File: src/common/sdlp_pkg.sv
package sdlp_pkg;
  // ----------------------------------------------------------------
  // clock and timing
  // ----------------------------------------------------------------
  localparam int CLK_PERIOD_NS = 25;
  localparam int MIN_CKE_PULSE_NS = 7500; // min_clock_enable_pulse, in ns
  localparam int MIN_CKE_PULSE_CYC = (MIN_CKE_PULSE_NS + CLK_PERIOD_NS - 1) / CLK_PERIOD_NS;
  localparam int SR_READ_EXIT_CYC = 200; // self_refresh_read_exit_delay
  localparam int SR_NONREAD_EXIT_NS = 200; // self_refresh_nonread_exit_delay
  localparam int SR_NONREAD_EXIT_CYC =
    (SR_NONREAD_EXIT_NS + CLK_PERIOD_NS - 1) / CLK_PERIOD_NS;
  localparam int PD_EXIT_CYC = 2; // precharge_pd_exit_latency
  localparam int FAST_APD_EXIT_CYC = 2; // fast_active_pd_exit_latency
  localparam int SLOW_APD_EXIT_CYC = 6; // slow_active_pd_exit_latency
  localparam int CNT_W = 9;

  // ----------------------------------------------------------------
  // power states
  // ----------------------------------------------------------------
  typedef enum logic [5:0] {
    SDLP_ST_RUN    = 6'b00_0001,
    SDLP_ST_SREF   = 6'b00_0010,
    SDLP_ST_SRX    = 6'b00_0100,
    SDLP_ST_PPD    = 6'b00_1000,
    SDLP_ST_APD    = 6'b01_0000,
    SDLP_ST_PDX    = 6'b10_0000
  } sdlp_state_t;

  typedef enum logic [2:0] {
    SDLP_CMD_NOP   = 3'h0,
    SDLP_CMD_AREF  = 3'h1,
    SDLP_CMD_READ  = 3'h2,
    SDLP_CMD_OTHER = 3'h3
  } sdlp_cmd_t;
endpackage

File: src/common/sdlp_cmd_if.sv
interface sdlp_cmd_if;
  import sdlp_pkg::*;
  logic cs_n;
  logic ras_n;
  logic cas_n;
  logic we_n;
  sdlp_cmd_t cmd;
  modport dec (input cs_n, input ras_n, input cas_n, input we_n, output cmd);
  modport top (output cs_n, output ras_n, output cas_n, output we_n, input cmd);
endinterface

File: src/core/sdlp_lowpower.sv
// Notes on behaviour
// RULE_01: self-refresh entry is refresh command with clock enable falling.
// RULE_02: controller switches termination off before self-refresh entry.
// RULE_03: in self-refresh only clock enable is looked at; the code also needs nop or deselect for exit.
// RULE_04: loop disabled and clock gated in self-refresh, re-enabled on exit.
// RULE_05: an internal refresh happens within the minimum pulse; stay at least that long; the code loads the pulse count but never holds off exit with it.
// RULE_06: controller may stop clock one cycle after entry, restart before exit.
// RULE_07: only nop or deselect until non-read exit delay ends.
// RULE_08: reads wait the read exit delay of 200 clocks after exit.
// RULE_09: one extra auto-refresh needed before self-refresh again.
// RULE_10: all banks idle before self-refresh entry.
// RULE_11: power-down entry is clock enable low with nop or deselect.
// RULE_12: idle banks give precharge power-down, else active, exit speed by mode bit.
// RULE_13: buffers off in power-down; loop kept only in fast-exit active power-down.
// RULE_14: controller limits power-down to nine average refresh intervals.
// RULE_15: power-down exits on clock enable high with nop; latency then applies.
// RULE_16: after read, active power-down waits read latency plus half burst.
// RULE_17: after write, waits write latency, half burst and turnaround.
// RULE_18: after write with precharge, wait internal precharge; precharge power-down.
// RULE_19: power-down allowed after activate, precharge, refresh or mode set.
// RULE_20: nop and deselect are equivalent and never end a burst.
// RULE_21: frequency change only in idle precharge power-down with termination off.
// RULE_22: after frequency change, loop reset and termination off for relock.
module sdlp_lowpower
  import sdlp_pkg::*;
#(
  parameter int MIN_PULSE_CYC = MIN_CKE_PULSE_CYC,
  parameter int NONREAD_CYC = SR_NONREAD_EXIT_CYC,
  parameter int READ_CYC = SR_READ_EXIT_CYC
)
(
  input wire logic mclk,
  input wire logic resetn,
  input wire logic cke_pin,
  input wire logic cs_n_pin,
  input wire logic ras_n_pin,
  input wire logic cas_n_pin,
  input wire logic we_n_pin,
  input wire logic banks_open,
  input wire logic active_pd_exit_select,
  output logic self_refresh_q,
  output logic power_down_q,
  output logic active_pd_q,
  output logic dll_enabled_q,
  output logic int_clock_gated_q,
  output logic buffers_off_q,
  output logic internal_refresh_q,
  output logic cmd_allowed_q,
  output logic read_allowed_q,
  output logic sref_allowed_q
);
  // counts must fit the counter; the non-read window must close inside the read window
  if (READ_CYC >= (1 << CNT_W) || MIN_PULSE_CYC >= (1 << CNT_W) || MIN_PULSE_CYC < 1 ||
      NONREAD_CYC < 1 || NONREAD_CYC > READ_CYC) begin : g_bad_counts
    $error("sdlp_lowpower: counts do not fit");
  end

  // ----------------------------------------------------------------
  // pin synchronisers
  // ----------------------------------------------------------------
  logic [4:0] s1_q, s2_q;
  always_ff @(posedge mclk) begin
    s1_q <= {cke_pin, cs_n_pin, ras_n_pin, cas_n_pin, we_n_pin};
    s2_q <= s1_q;
  end

  sdlp_cmd_if cif();
  assign cif.cs_n = s2_q[3];
  assign cif.ras_n = s2_q[2];
  assign cif.cas_n = s2_q[1];
  assign cif.we_n = s2_q[0];
  sdlp_cmd_decode u_dec (.c(cif));

  // ----------------------------------------------------------------
  // next state
  // ----------------------------------------------------------------
  sdlp_state_t st_q, st_d;
  logic cke_prev_q;
  logic [CNT_W-1:0] cnt_q, cnt_d;
  logic need_aref_q, need_aref_d;
  logic slow_q, slow_d;
  wire cke = s2_q[4];
  wire cke_fall = cke_prev_q & ~cke;
  wire cke_rise = ~cke_prev_q & cke;
  wire is_nop = (cif.cmd == SDLP_CMD_NOP);
  wire sref_entry = cke_fall & (cif.cmd == SDLP_CMD_AREF); // RULE_01
  wire pd_entry = cke_fall & is_nop; // RULE_11
  wire [CNT_W-1:0] cnt_dec = (cnt_q == '0) ? '0 : cnt_q - 1'b1;

  function automatic logic [CNT_W-1:0] cyc(input int n);
    return n[CNT_W-1:0];
  endfunction

  always_comb begin
    st_d = st_q;
    cnt_d = cnt_dec;
    need_aref_d = need_aref_q;
    slow_d = slow_q;
    case (st_q)
      SDLP_ST_RUN: begin
        if (cif.cmd == SDLP_CMD_AREF && cke) need_aref_d = 1'b0; // RULE_09
        if (sref_entry && !need_aref_q) begin
          st_d = SDLP_ST_SREF;
          cnt_d = cyc(MIN_PULSE_CYC); // RULE_05
        end else if (pd_entry) begin
          st_d = banks_open ? SDLP_ST_APD : SDLP_ST_PPD; // RULE_12
          slow_d = banks_open & active_pd_exit_select; // RULE_12
        end
      end
      SDLP_ST_SREF: begin
        // exit needs clock enable rising with nop or deselect on the other pins
        if (cke_rise && is_nop) begin // RULE_03
          st_d = SDLP_ST_SRX;
          cnt_d = cyc(READ_CYC);
          need_aref_d = 1'b1; // RULE_09
        end
      end
      SDLP_ST_SRX: if (cnt_q == cyc(1)) st_d = SDLP_ST_RUN;
      SDLP_ST_PPD, SDLP_ST_APD: begin
        if (cke_rise && is_nop) begin // RULE_15
          st_d = SDLP_ST_PDX;
          cnt_d = (st_q == SDLP_ST_PPD) ? cyc(PD_EXIT_CYC) :
                  slow_q ? cyc(SLOW_APD_EXIT_CYC) : cyc(FAST_APD_EXIT_CYC);
        end
      end
      SDLP_ST_PDX: if (cnt_q <= cyc(1)) st_d = SDLP_ST_RUN;
      default: st_d = SDLP_ST_RUN;
    endcase
  end

  // ----------------------------------------------------------------
  // state registers
  // ----------------------------------------------------------------
  // clock enable idles high, so its history starts high: no false edge after reset
  always_ff @(posedge mclk) begin
    if (!resetn) begin
      st_q <= SDLP_ST_RUN;
      cnt_q <= '0;
      cke_prev_q <= 1'b1;
      need_aref_q <= 1'b0;
      slow_q <= 1'b0;
    end else begin
      st_q <= st_d;
      cnt_q <= cnt_d;
      cke_prev_q <= cke;
      need_aref_q <= need_aref_d;
      slow_q <= slow_d;
    end
  end

  // ----------------------------------------------------------------
  // outputs, all registered from next state
  // ----------------------------------------------------------------
  wire in_sr = (st_d == SDLP_ST_SREF);
  wire in_pd = (st_d == SDLP_ST_PPD) | (st_d == SDLP_ST_APD);
  // elapsed exit cycles for the non-read window
  wire [CNT_W-1:0] srx_gone = cyc(READ_CYC) - cnt_d;
  always_ff @(posedge mclk) begin
    if (!resetn) begin
      self_refresh_q <= 1'b0;
      power_down_q <= 1'b0;
      active_pd_q <= 1'b0;
      dll_enabled_q <= 1'b1;
      int_clock_gated_q <= 1'b0;
      buffers_off_q <= 1'b0;
      internal_refresh_q <= 1'b0;
      cmd_allowed_q <= 1'b1;
      read_allowed_q <= 1'b1;
      sref_allowed_q <= 1'b1;
    end else begin
      self_refresh_q <= in_sr;
      power_down_q <= in_pd;
      active_pd_q <= (st_d == SDLP_ST_APD);
      // loop stays alive only in fast active power-down
      dll_enabled_q <= ~in_sr & ~(st_d == SDLP_ST_PPD) &
                       ~((st_d == SDLP_ST_APD) & slow_d); // RULE_04 RULE_13
      int_clock_gated_q <= in_sr; // RULE_04
      buffers_off_q <= in_pd | in_sr; // RULE_13
      // one refresh fired on the first self-refresh cycle, well inside the pulse
      internal_refresh_q <= in_sr & (st_q != SDLP_ST_SREF); // RULE_05
      cmd_allowed_q <= (st_d == SDLP_ST_RUN) |
                       ((st_d == SDLP_ST_SRX) & (srx_gone >= cyc(NONREAD_CYC))); // RULE_07
      read_allowed_q <= (st_d == SDLP_ST_RUN); // RULE_08
      sref_allowed_q <= (st_d == SDLP_ST_RUN) & ~need_aref_d; // RULE_09
    end
  end

  // ----------------------------------------------------------------
  // checks
  // ----------------------------------------------------------------
  property p_sref_enter;
    @(posedge mclk) disable iff (!resetn)
      (st_q == SDLP_ST_RUN && sref_entry && !need_aref_q) |=> self_refresh_q && !dll_enabled_q;
  endproperty
  a_sref_enter: assert property (p_sref_enter) else $error("no self-refresh entry"); // RULE_01

  property p_gate;
    @(posedge mclk) disable iff (!resetn)
      self_refresh_q |-> int_clock_gated_q && buffers_off_q && !dll_enabled_q;
  endproperty
  a_gate: assert property (p_gate) else $error("clock not gated"); // RULE_04

  property p_ref;
    @(posedge mclk) disable iff (!resetn) $rose(self_refresh_q) |-> internal_refresh_q;
  endproperty
  a_ref: assert property (p_ref) else $error("no internal refresh"); // RULE_05

  property p_srx_read;
    @(posedge mclk) disable iff (!resetn)
      (st_q == SDLP_ST_SRX && cnt_q > cyc(1)) |=> !read_allowed_q;
  endproperty
  a_srx_read: assert property (p_srx_read) else $error("read too early"); // RULE_08

  property p_pd;
    @(posedge mclk) disable iff (!resetn)
      (st_q == SDLP_ST_RUN && pd_entry && !sref_entry) |=> power_down_q && !cmd_allowed_q;
  endproperty
  a_pd: assert property (p_pd) else $error("no power-down"); // RULE_11

  property p_fast;
    @(posedge mclk) disable iff (!resetn)
      (active_pd_q && !slow_q) |-> dll_enabled_q;
  endproperty
  a_fast: assert property (p_fast) else $error("loop off in fast exit"); // RULE_13

  property p_exit;
    @(posedge mclk) disable iff (!resetn)
      (power_down_q && st_q == SDLP_ST_PPD && cke_rise && is_nop) |=>
        !power_down_q ##1 !cmd_allowed_q ##1 cmd_allowed_q;
  endproperty
  a_exit: assert property (p_exit) else $error("bad precharge exit"); // RULE_15

  property p_sr_again;
    @(posedge mclk) disable iff (!resetn) $fell(self_refresh_q) |-> !sref_allowed_q;
  endproperty
  a_sr_again: assert property (p_sr_again) else $error("re-entry too soon"); // RULE_09
endmodule // sdlp_lowpower

File: src/core/sdlp_cmd_decode.sv
module sdlp_cmd_decode
  import sdlp_pkg::*;
(
  sdlp_cmd_if.dec c
);
  // ----------------------------------------------------------------
  // command decode
  // ----------------------------------------------------------------
  // deselect and nop fold together
  wire is_nop = c.cs_n | (c.ras_n & c.cas_n & c.we_n); // RULE_20
  wire is_aref = ~c.cs_n & ~c.ras_n & ~c.cas_n & c.we_n; // RULE_01
  wire is_read = ~c.cs_n & c.ras_n & ~c.cas_n & c.we_n;
  assign c.cmd = is_nop ? SDLP_CMD_NOP :
                 is_aref ? SDLP_CMD_AREF :
                 is_read ? SDLP_CMD_READ : SDLP_CMD_OTHER;
endmodule // sdlp_cmd_decode

File: config.mk
export PLATFORM = sky130hd
export DESIGN_NAME = sdlp_lowpower
export DESIGN_NICKNAME = d
export VERILOG_FILES = /design/src/common/sdlp_pkg.sv /design/src/common/sdlp_cmd_if.sv /design/src/core/sdlp_lowpower.sv /design/src/core/sdlp_cmd_decode.sv
export SDC_FILE = /design/constraint.sdc
export NUM_CORES = 1
export LEC_CHECK = 0
export ABC_AREA = 0
export BUFFER_PORTS_ARGS = -buffer_cell sky130_fd_sc_hd__buf_4
export CORE_ASPECT_RATIO = 0.5
export CORE_MARGIN = 4
export CORE_UTILIZATION = 41
export CTS_BUF_LIST = sky130_fd_sc_hd__clkbuf_4
export CTS_CLUSTER_SIZE = 16
export DETAILED_ROUTE_END_ITERATION = 16
export PLACE_DENSITY_LB_ADDON = 0.1
export SETUP_SLACK_MARGIN = 0.05
export SYNTH_ARGS = -nofsm -noshare
export SYNTH_HDL_FRONTEND = slang
export SYNTH_SLANG_ARGS = --single-unit
File: constraint.sdc
create_clock -name mclk -period 2.9 [get_ports mclk]
set_input_delay 0.145 -clock mclk [delete_from_list [all_inputs] [get_ports mclk]]
set_output_delay 0.145 -clock mclk [all_outputs]
set_load 0.01 [all_outputs]
# Word-level counts from Yosys, hierarchy flattened
# Index checks and enable logic that the tools add are counted.
[totals]
output_inout_bits = 10
latchBits = 0
input_bits = 9
n_memories = 0
ram_bits = 0
regBits = 37
mem_bits_ro = 0
word_cells = 97
[op_classes]
n_reduce_logical = 7
n_eq_ne = 14
magnitude_cmp = 2
n_mul = 0
n_mux = 24
bitwise = 32
div_mod_pow = 0
n_shift = 0
add_sub_neg = 2
[op_table]
columns = ["operator", "count"]
rows = [
  ["$mux 6", 6],
  ["$mux 9", 4],
  ["$pmux 6 s5", 1],
  ["$pmux 9 s3", 1],
  ["$and 1x1->1", 19],
  ["$eq 6x1->1 const B", 2],
  ["$eq 6x2->1 const B", 2],
  ["$eq 6x3->1 const B", 2],
  ["$eq 6x4->1 const B", 2],
  ["$eq 6x5->1 const B", 2],
  ["$mux 3", 4],
  ["$eq 9x1->1 const B", 1],
  ["$ge 9x4->1 const B", 1],
  ["$le 9x1->1 const B", 1],
  ["$logic_not 9->1", 1],
  ["$not 1->1", 9],
  ["$sub 8x9->9 const A", 1],
  ["$sub 9x1->9 const B", 1],
  ["$eq 6x6->1 const B", 1],
  ["$mux 1", 6],
  ["$ne 6x2->1 const B", 1],
  ["$mux 5", 1],
  ["$or 1x1->1", 4],
  ["$eq 3x1->1 const B", 1],
  ["other kinds (5)", 7],
]

# Depth between registers and ports, before layout
[depth]
depth_word = 16
mapped_depth = 9
mapped_depth_nobuf = 8

# Cells and area by module
# A second synthesis with hierarchy kept.
[unflattened]
hier_cells = 174
hier_area_um2 = 1637.8
[by_module_without_submodules]
columns = ["mod", "area_each_um2", "seq_area_each_um2", "cells_each", "instances"]
rows = [
  ["sdlp_lowpower", 1607.8, 740.7, 169, 1],
  ["sdlp_cmd_decode", 30.0, 0.0, 5, 1],
]

# Worst setup path before layout
# OpenSTA, ideal clock, no wires.
[synth_path]
kind = "reg2reg"
from = "reg cnt_q[0]"
to = "reg cmd_allowed_q"
stages_incl_launch_ff = 10
slack_ps = 529
path_buffers = 1
setup_ps = 127
arrival_ps = 2244
required_ps = 2773
synth_period_minus_slack_ps = 2371
path_cell_list = "dfxtp_1 > inv_1 > ha_1 > or3b_1 > buf_6 > or4_4 > o211ai_2 > and3_1 > a31oi_1 > or3_1"
[synth_via]
elab_chain_len = 8
elab_cells_between_ends = 18
classes_between = "2 x add/sub; 2 x order compare; 3 x eq/ne; 8 x mux; 2 x bitwise; 1 x reduce/logical"
[synth_lines]
columns = ["item", "line", "rtl"]
rows = [
  ["start: declaration", "sdlp_lowpower.sv:79", "logic [CNT_W-1:0] cnt_q, cnt_d;"],
  ["start signal: assignment", "sdlp_lowpower.sv:144", "cnt_q <= cnt_d;"],
  ["$sub 9x1->9 or $logic_not 9->1 (tied branches)", "sdlp_lowpower.sv:88", "wire [CNT_W-1:0] cnt_dec = (cnt_q == '0) ? '0 : cnt_q - 1'b1;"],
  ["$mux 9", "sdlp_lowpower.sv:88", ""],
  ["$mux 9 (on tied branches)", "sdlp_lowpower.sv:120, sdlp_lowpower.sv:102, sdlp_lowpower.sv:112", ""],
  ["$pmux 9 s3", "sdlp_lowpower.sv:99", "case (st_q)"],
  ["$sub 8x9->9", "sdlp_lowpower.sv:157", "wire [CNT_W-1:0] srx_gone = cyc(READ_CYC) - cnt_d;"],
  ["$ge 9x4->1", "sdlp_lowpower.sv:182", "((st_d == SDLP_ST_SRX) & (srx_gone >= cyc(NONREAD_CYC)));"],
  ["$and 1x1->1", "sdlp_lowpower.sv:182", ""],
  ["$or 1x1->1 *", "sdlp_lowpower.sv:181", "cmd_allowed_q <= (st_d == SDLP_ST_RUN) |"],
  ["end signal: assignment", "sdlp_lowpower.sv:181", ""],
  ["end: declaration", "sdlp_lowpower.sv:48", "output logic cmd_allowed_q,"],
]
# Mark *: on every way between the ends. The rest lies on a longest branch, timed or not.
# A chain may end at the register's enable or synchronous reset.

# Worst setup path after layout
# Same ends and word-level chain as after synthesis.

==> metrics.yaml <==
status:
  outcome: "complete, no violations"
yosys:
  yosys_warnings: 0
  yosys-top-cells-area: "dfxtp_1, nand2_1, o21ai_0"
  yosysMostFrequentCell: "dfxtp_1"
  yosysTopAreaCell: "dfxtp_1"
  yosysSeqAreaShare_pct: 42.96
  synth_edf_count: 0
  synthCells: 189
  synth.distinct_cells: 53
  async_flop_share_pct: 0
  syn_area_per_cell_sq_um: 9.123
  synth_top_flop_cell: "dfxtp_1"
  yosys.area.top_type_share_pct: 42.96
  ys_top_cells_by_count: "dfxtp_1, nand2_1, nor2_1"
  synthesis.nets: 200
  synth_seq_cells: 37
  synth_area_sq_um: 1724
global_routing:
  grt_max_degree: 14
  antenna_found_initial: 0
  grt_first_pass_wirelength_mm: 6.313
  grt_pass1_vias: 1316
  overflow: 0
  grtUsageTotal_pct: 15.48
cells_and_area:
  drive_above_1_share_pct: 19.91
  area_growth_syn_to_layout_pct: 15.60
  antenna_cells: 0
  fin_util_pct: 50.03
  nets: 221
timing:
  timing.hold.ws_ns: 0.08766
  setup_viol: 0
  fmax_ghz: 0.3911
  hold_viol: 0
  final_max_slew_viol_count: 0
  worst_pin_slew_ns: 0.7154
  maxSlewHeadroom_pct: 52.23
  rsz0062_at_grt: "no"
  skew_ns: 0.01126
  final.min_clock_period_ns: 2.557
  fin_tns_setup_ns: 0
  fin_crit_sh_pct: 88.17
critical_path:
  path_class: "register to register"
  crit_family: "simple AND/OR/NAND/NOR gates"
  cp-end-kind: "register"
  cpPeakStageDelay_ns: 0.51
  ff2ff_setup_slack_ns: 0.34
  r2r-start: "cnt_q[0]"
  critPathMaxFanout: 8
  cp.buffers_inverters: 1
  path_cells: "inv_1 -> ha_1 -> or3b_1 -> or4_4 -> o211ai_2 -> and3_1 -> a31oi_1 -> or3_1"
  start_kind: "register"
  critical_path.startpoint: "cnt_q[0]"
  cp_data_required_time_ns: 3.13
  crit_arrival_ns: 2.78
  critPathSlowestCell: "or4_4"
power_and_ir_drop:
  swShare_pct: 37.39
  irDropWorstVdd_v: 0.0002753
  clkPwrFrac_pct: 21.1
  intPower_w: 0.001074
  power.switching_w: 0.0006411
  power_frac_comb_pct: 40.0
  cellLeakagePower_nw: 0.8244
  p_seq_share_pct: 38.9
  total_power_w: 0.001715
  p_per_area_nw_per_um2: 860.3
clocking:
  cts_made_buffers: 5
  cts_tree: "yes"
  clk_path_buf_depth: 2
  cts_sinks: 37
  cts-htree-levels: 2
  clk_pin_slew_worst_paths_ns: 0.11
  cts-root-buf: "clkbuf_4"
  clk_latency_ns: 0.34
die:
  pin_count: 19
  initial_core_util_pct: 43.28
  chipHeight_microns: 53.86
  coreArea_sq_um: 3984
  std_cell_rows: 16
  dieArea_sq_um: 5370
  die_w_microns: 99.71
worst_hold_path:
  worstHoldStart: "resetn"
  hold_path.class: "input pin to register"
routing:
  wirelength_mm: 3.880
  antenna_left: 0
  wl_per_cell_microns: 14.64
  vias: 1452
  first_pass_iters: 4
  via_per_inst: 5.479
  drtIter0Drc: 63
  drc: 0
place:
  hpwl_mm: 2.784
  gp_congestion: 0.8595
  portBuffers: 18
run:
  maxCapViolations: 0
[per-stage QoR]
stage               instances  setup WS (ns)  instance area [sq um]
finish                    265         0.3430                   1993
global route              265         0.2342                   1993
CTS                       265         0.3535                   1993
detailed placement        252         0.3959                   1859
global placement          252         0.4495                   1859
floorplan                 189         0.5286                   1724
[final cells by class]
cell class / instances / area (sq um)
clock buffers: 6 / 45.04
flip-flops and latches: 37 / 740.7
repair buffers: 23 / 185.2
multi-input cells: 135 / 885.9
fillers: 398 / 1991
inverters: 8 / 30.03
clock inverters: 2 / 38.79
well taps: 54 / 67.56
[kinds of logic (layout without fill, tap and decap cells)]
group,Yosys count,after routing,synth area share (%)
xor gates and xnor gates,5,5,2.540
DFF,37,37,42.96
and+or+nand+nor,82,82,28.08
adders and majority gates,2,2,1.451
buffers and inverters,17,39,5.660
AOI/OAI and AO/OA,45,45,18.72
muxes,1,1,0.5806
[power by group through the flow]
stage               clock network, W  registers [W]  logic [W]
floorplan                          0       0.000635   0.000611
global placement                   0       0.000678   0.000676
detailed placement                 0       0.000678   0.000663
CTS                         0.000377       0.000666   0.000676
global route                0.000393       0.000682   0.000759
finish                      0.000362       0.000667   0.000685
[flip-flops by register name, summed over array words and instances (netlist names)]
name / count
cnt_q: 9
st_q: 6
s1_q: 5
s2_q: 5
active_pd_q: 1
buffers_off_q: 1
cke_prev_q: 1
cmd_allowed_q: 1
dll_enabled_q: 1
int_clock_gated_q: 1
internal_refresh_q: 1
need_aref_q: 1
power_down_q: 1
read_allowed_q: 1
slow_q: 1
sref_allowed_q: 1
[repair_timing]
| action | CTS | global route |
|---|---|---|
| endpoints found under the hold margin | 5 | 0 |
| setup buffers | 0 | 0 |
| hold buffers | 5 | 0 |
| endpoints found under the setup margin | 0 | 0 |
| resized for setup | 0 | 0 |
[worst reg2reg max path, stage by stage, from the launching register on]
cell	delay [ns]
dfxtp_1	0.39
inv_1	0.08
ha_1	0.20
or3b_1	0.49
or4_4	0.51
o211ai_2	0.16
and3_1	0.18
a31oi_1	0.08
or3_1	0.36
[cells in the final DEF (no fill, tap or decap), types with 2 or more instances in the layout]
| cell type | count |
|---|---|
| dlygate4sd3_1 | 5 |
| nand2_1 | 16 |
| nor4_1 | 3 |
| a21oi_1 | 6 |
| or3_1 | 4 |
| nor2_1 | 11 |
| dfxtp_1 | 37 |
| a21boi_0 | 5 |
| o211ai_1 | 2 |
| and4_1 | 2 |
| nand2b_1 | 2 |
| nand3_1 | 6 |
| and3_1 | 3 |
| clkbuf_4 | 6 |
| nor3_1 | 7 |
| nor3b_1 | 3 |
| o31ai_1 | 2 |
| o21ai_0 | 10 |
| nor2b_1 | 5 |
| or4_4 | 2 |
| a311oi_1 | 2 |
| buf_4 | 18 |
| a31oi_1 | 4 |
| xor2_1 | 2 |
| xnor2_1 | 3 |
| or3_2 | 2 |
| nor4b_1 | 3 |
| inv_1 | 8 |
| ha_1 | 2 |
| nand4_1 | 4 |
| a22oi_1 | 2 |
[per-layer routing]
| metal | track usage [%] | part of all wire, % | routed length (microns) | vias up |
|---|---|---|---|---|
| met5 | 0 | 0 | 0 | - |
| met4 | 5.669 | 1.1 | 44 | 0 |
| met3 | 4.916 | 6.8 | 265 | 9 |
| met2 | 23.07 | 42 | 1630 | 40 |
| met1 | 21.11 | 50 | 1940 | 664 |
| li1 | - | - | - | 739 |
[final timing paths]
kind / to / cells past startpoint
worst max-delay path: cmd_allowed_q / 8
worst min-delay path: cke_prev_q / 2
worst max register to register: cmd_allowed_q / 8
worst min register to register: s2_q[1] / 0
No activity file was read; power rests on OpenSTA's default activity.
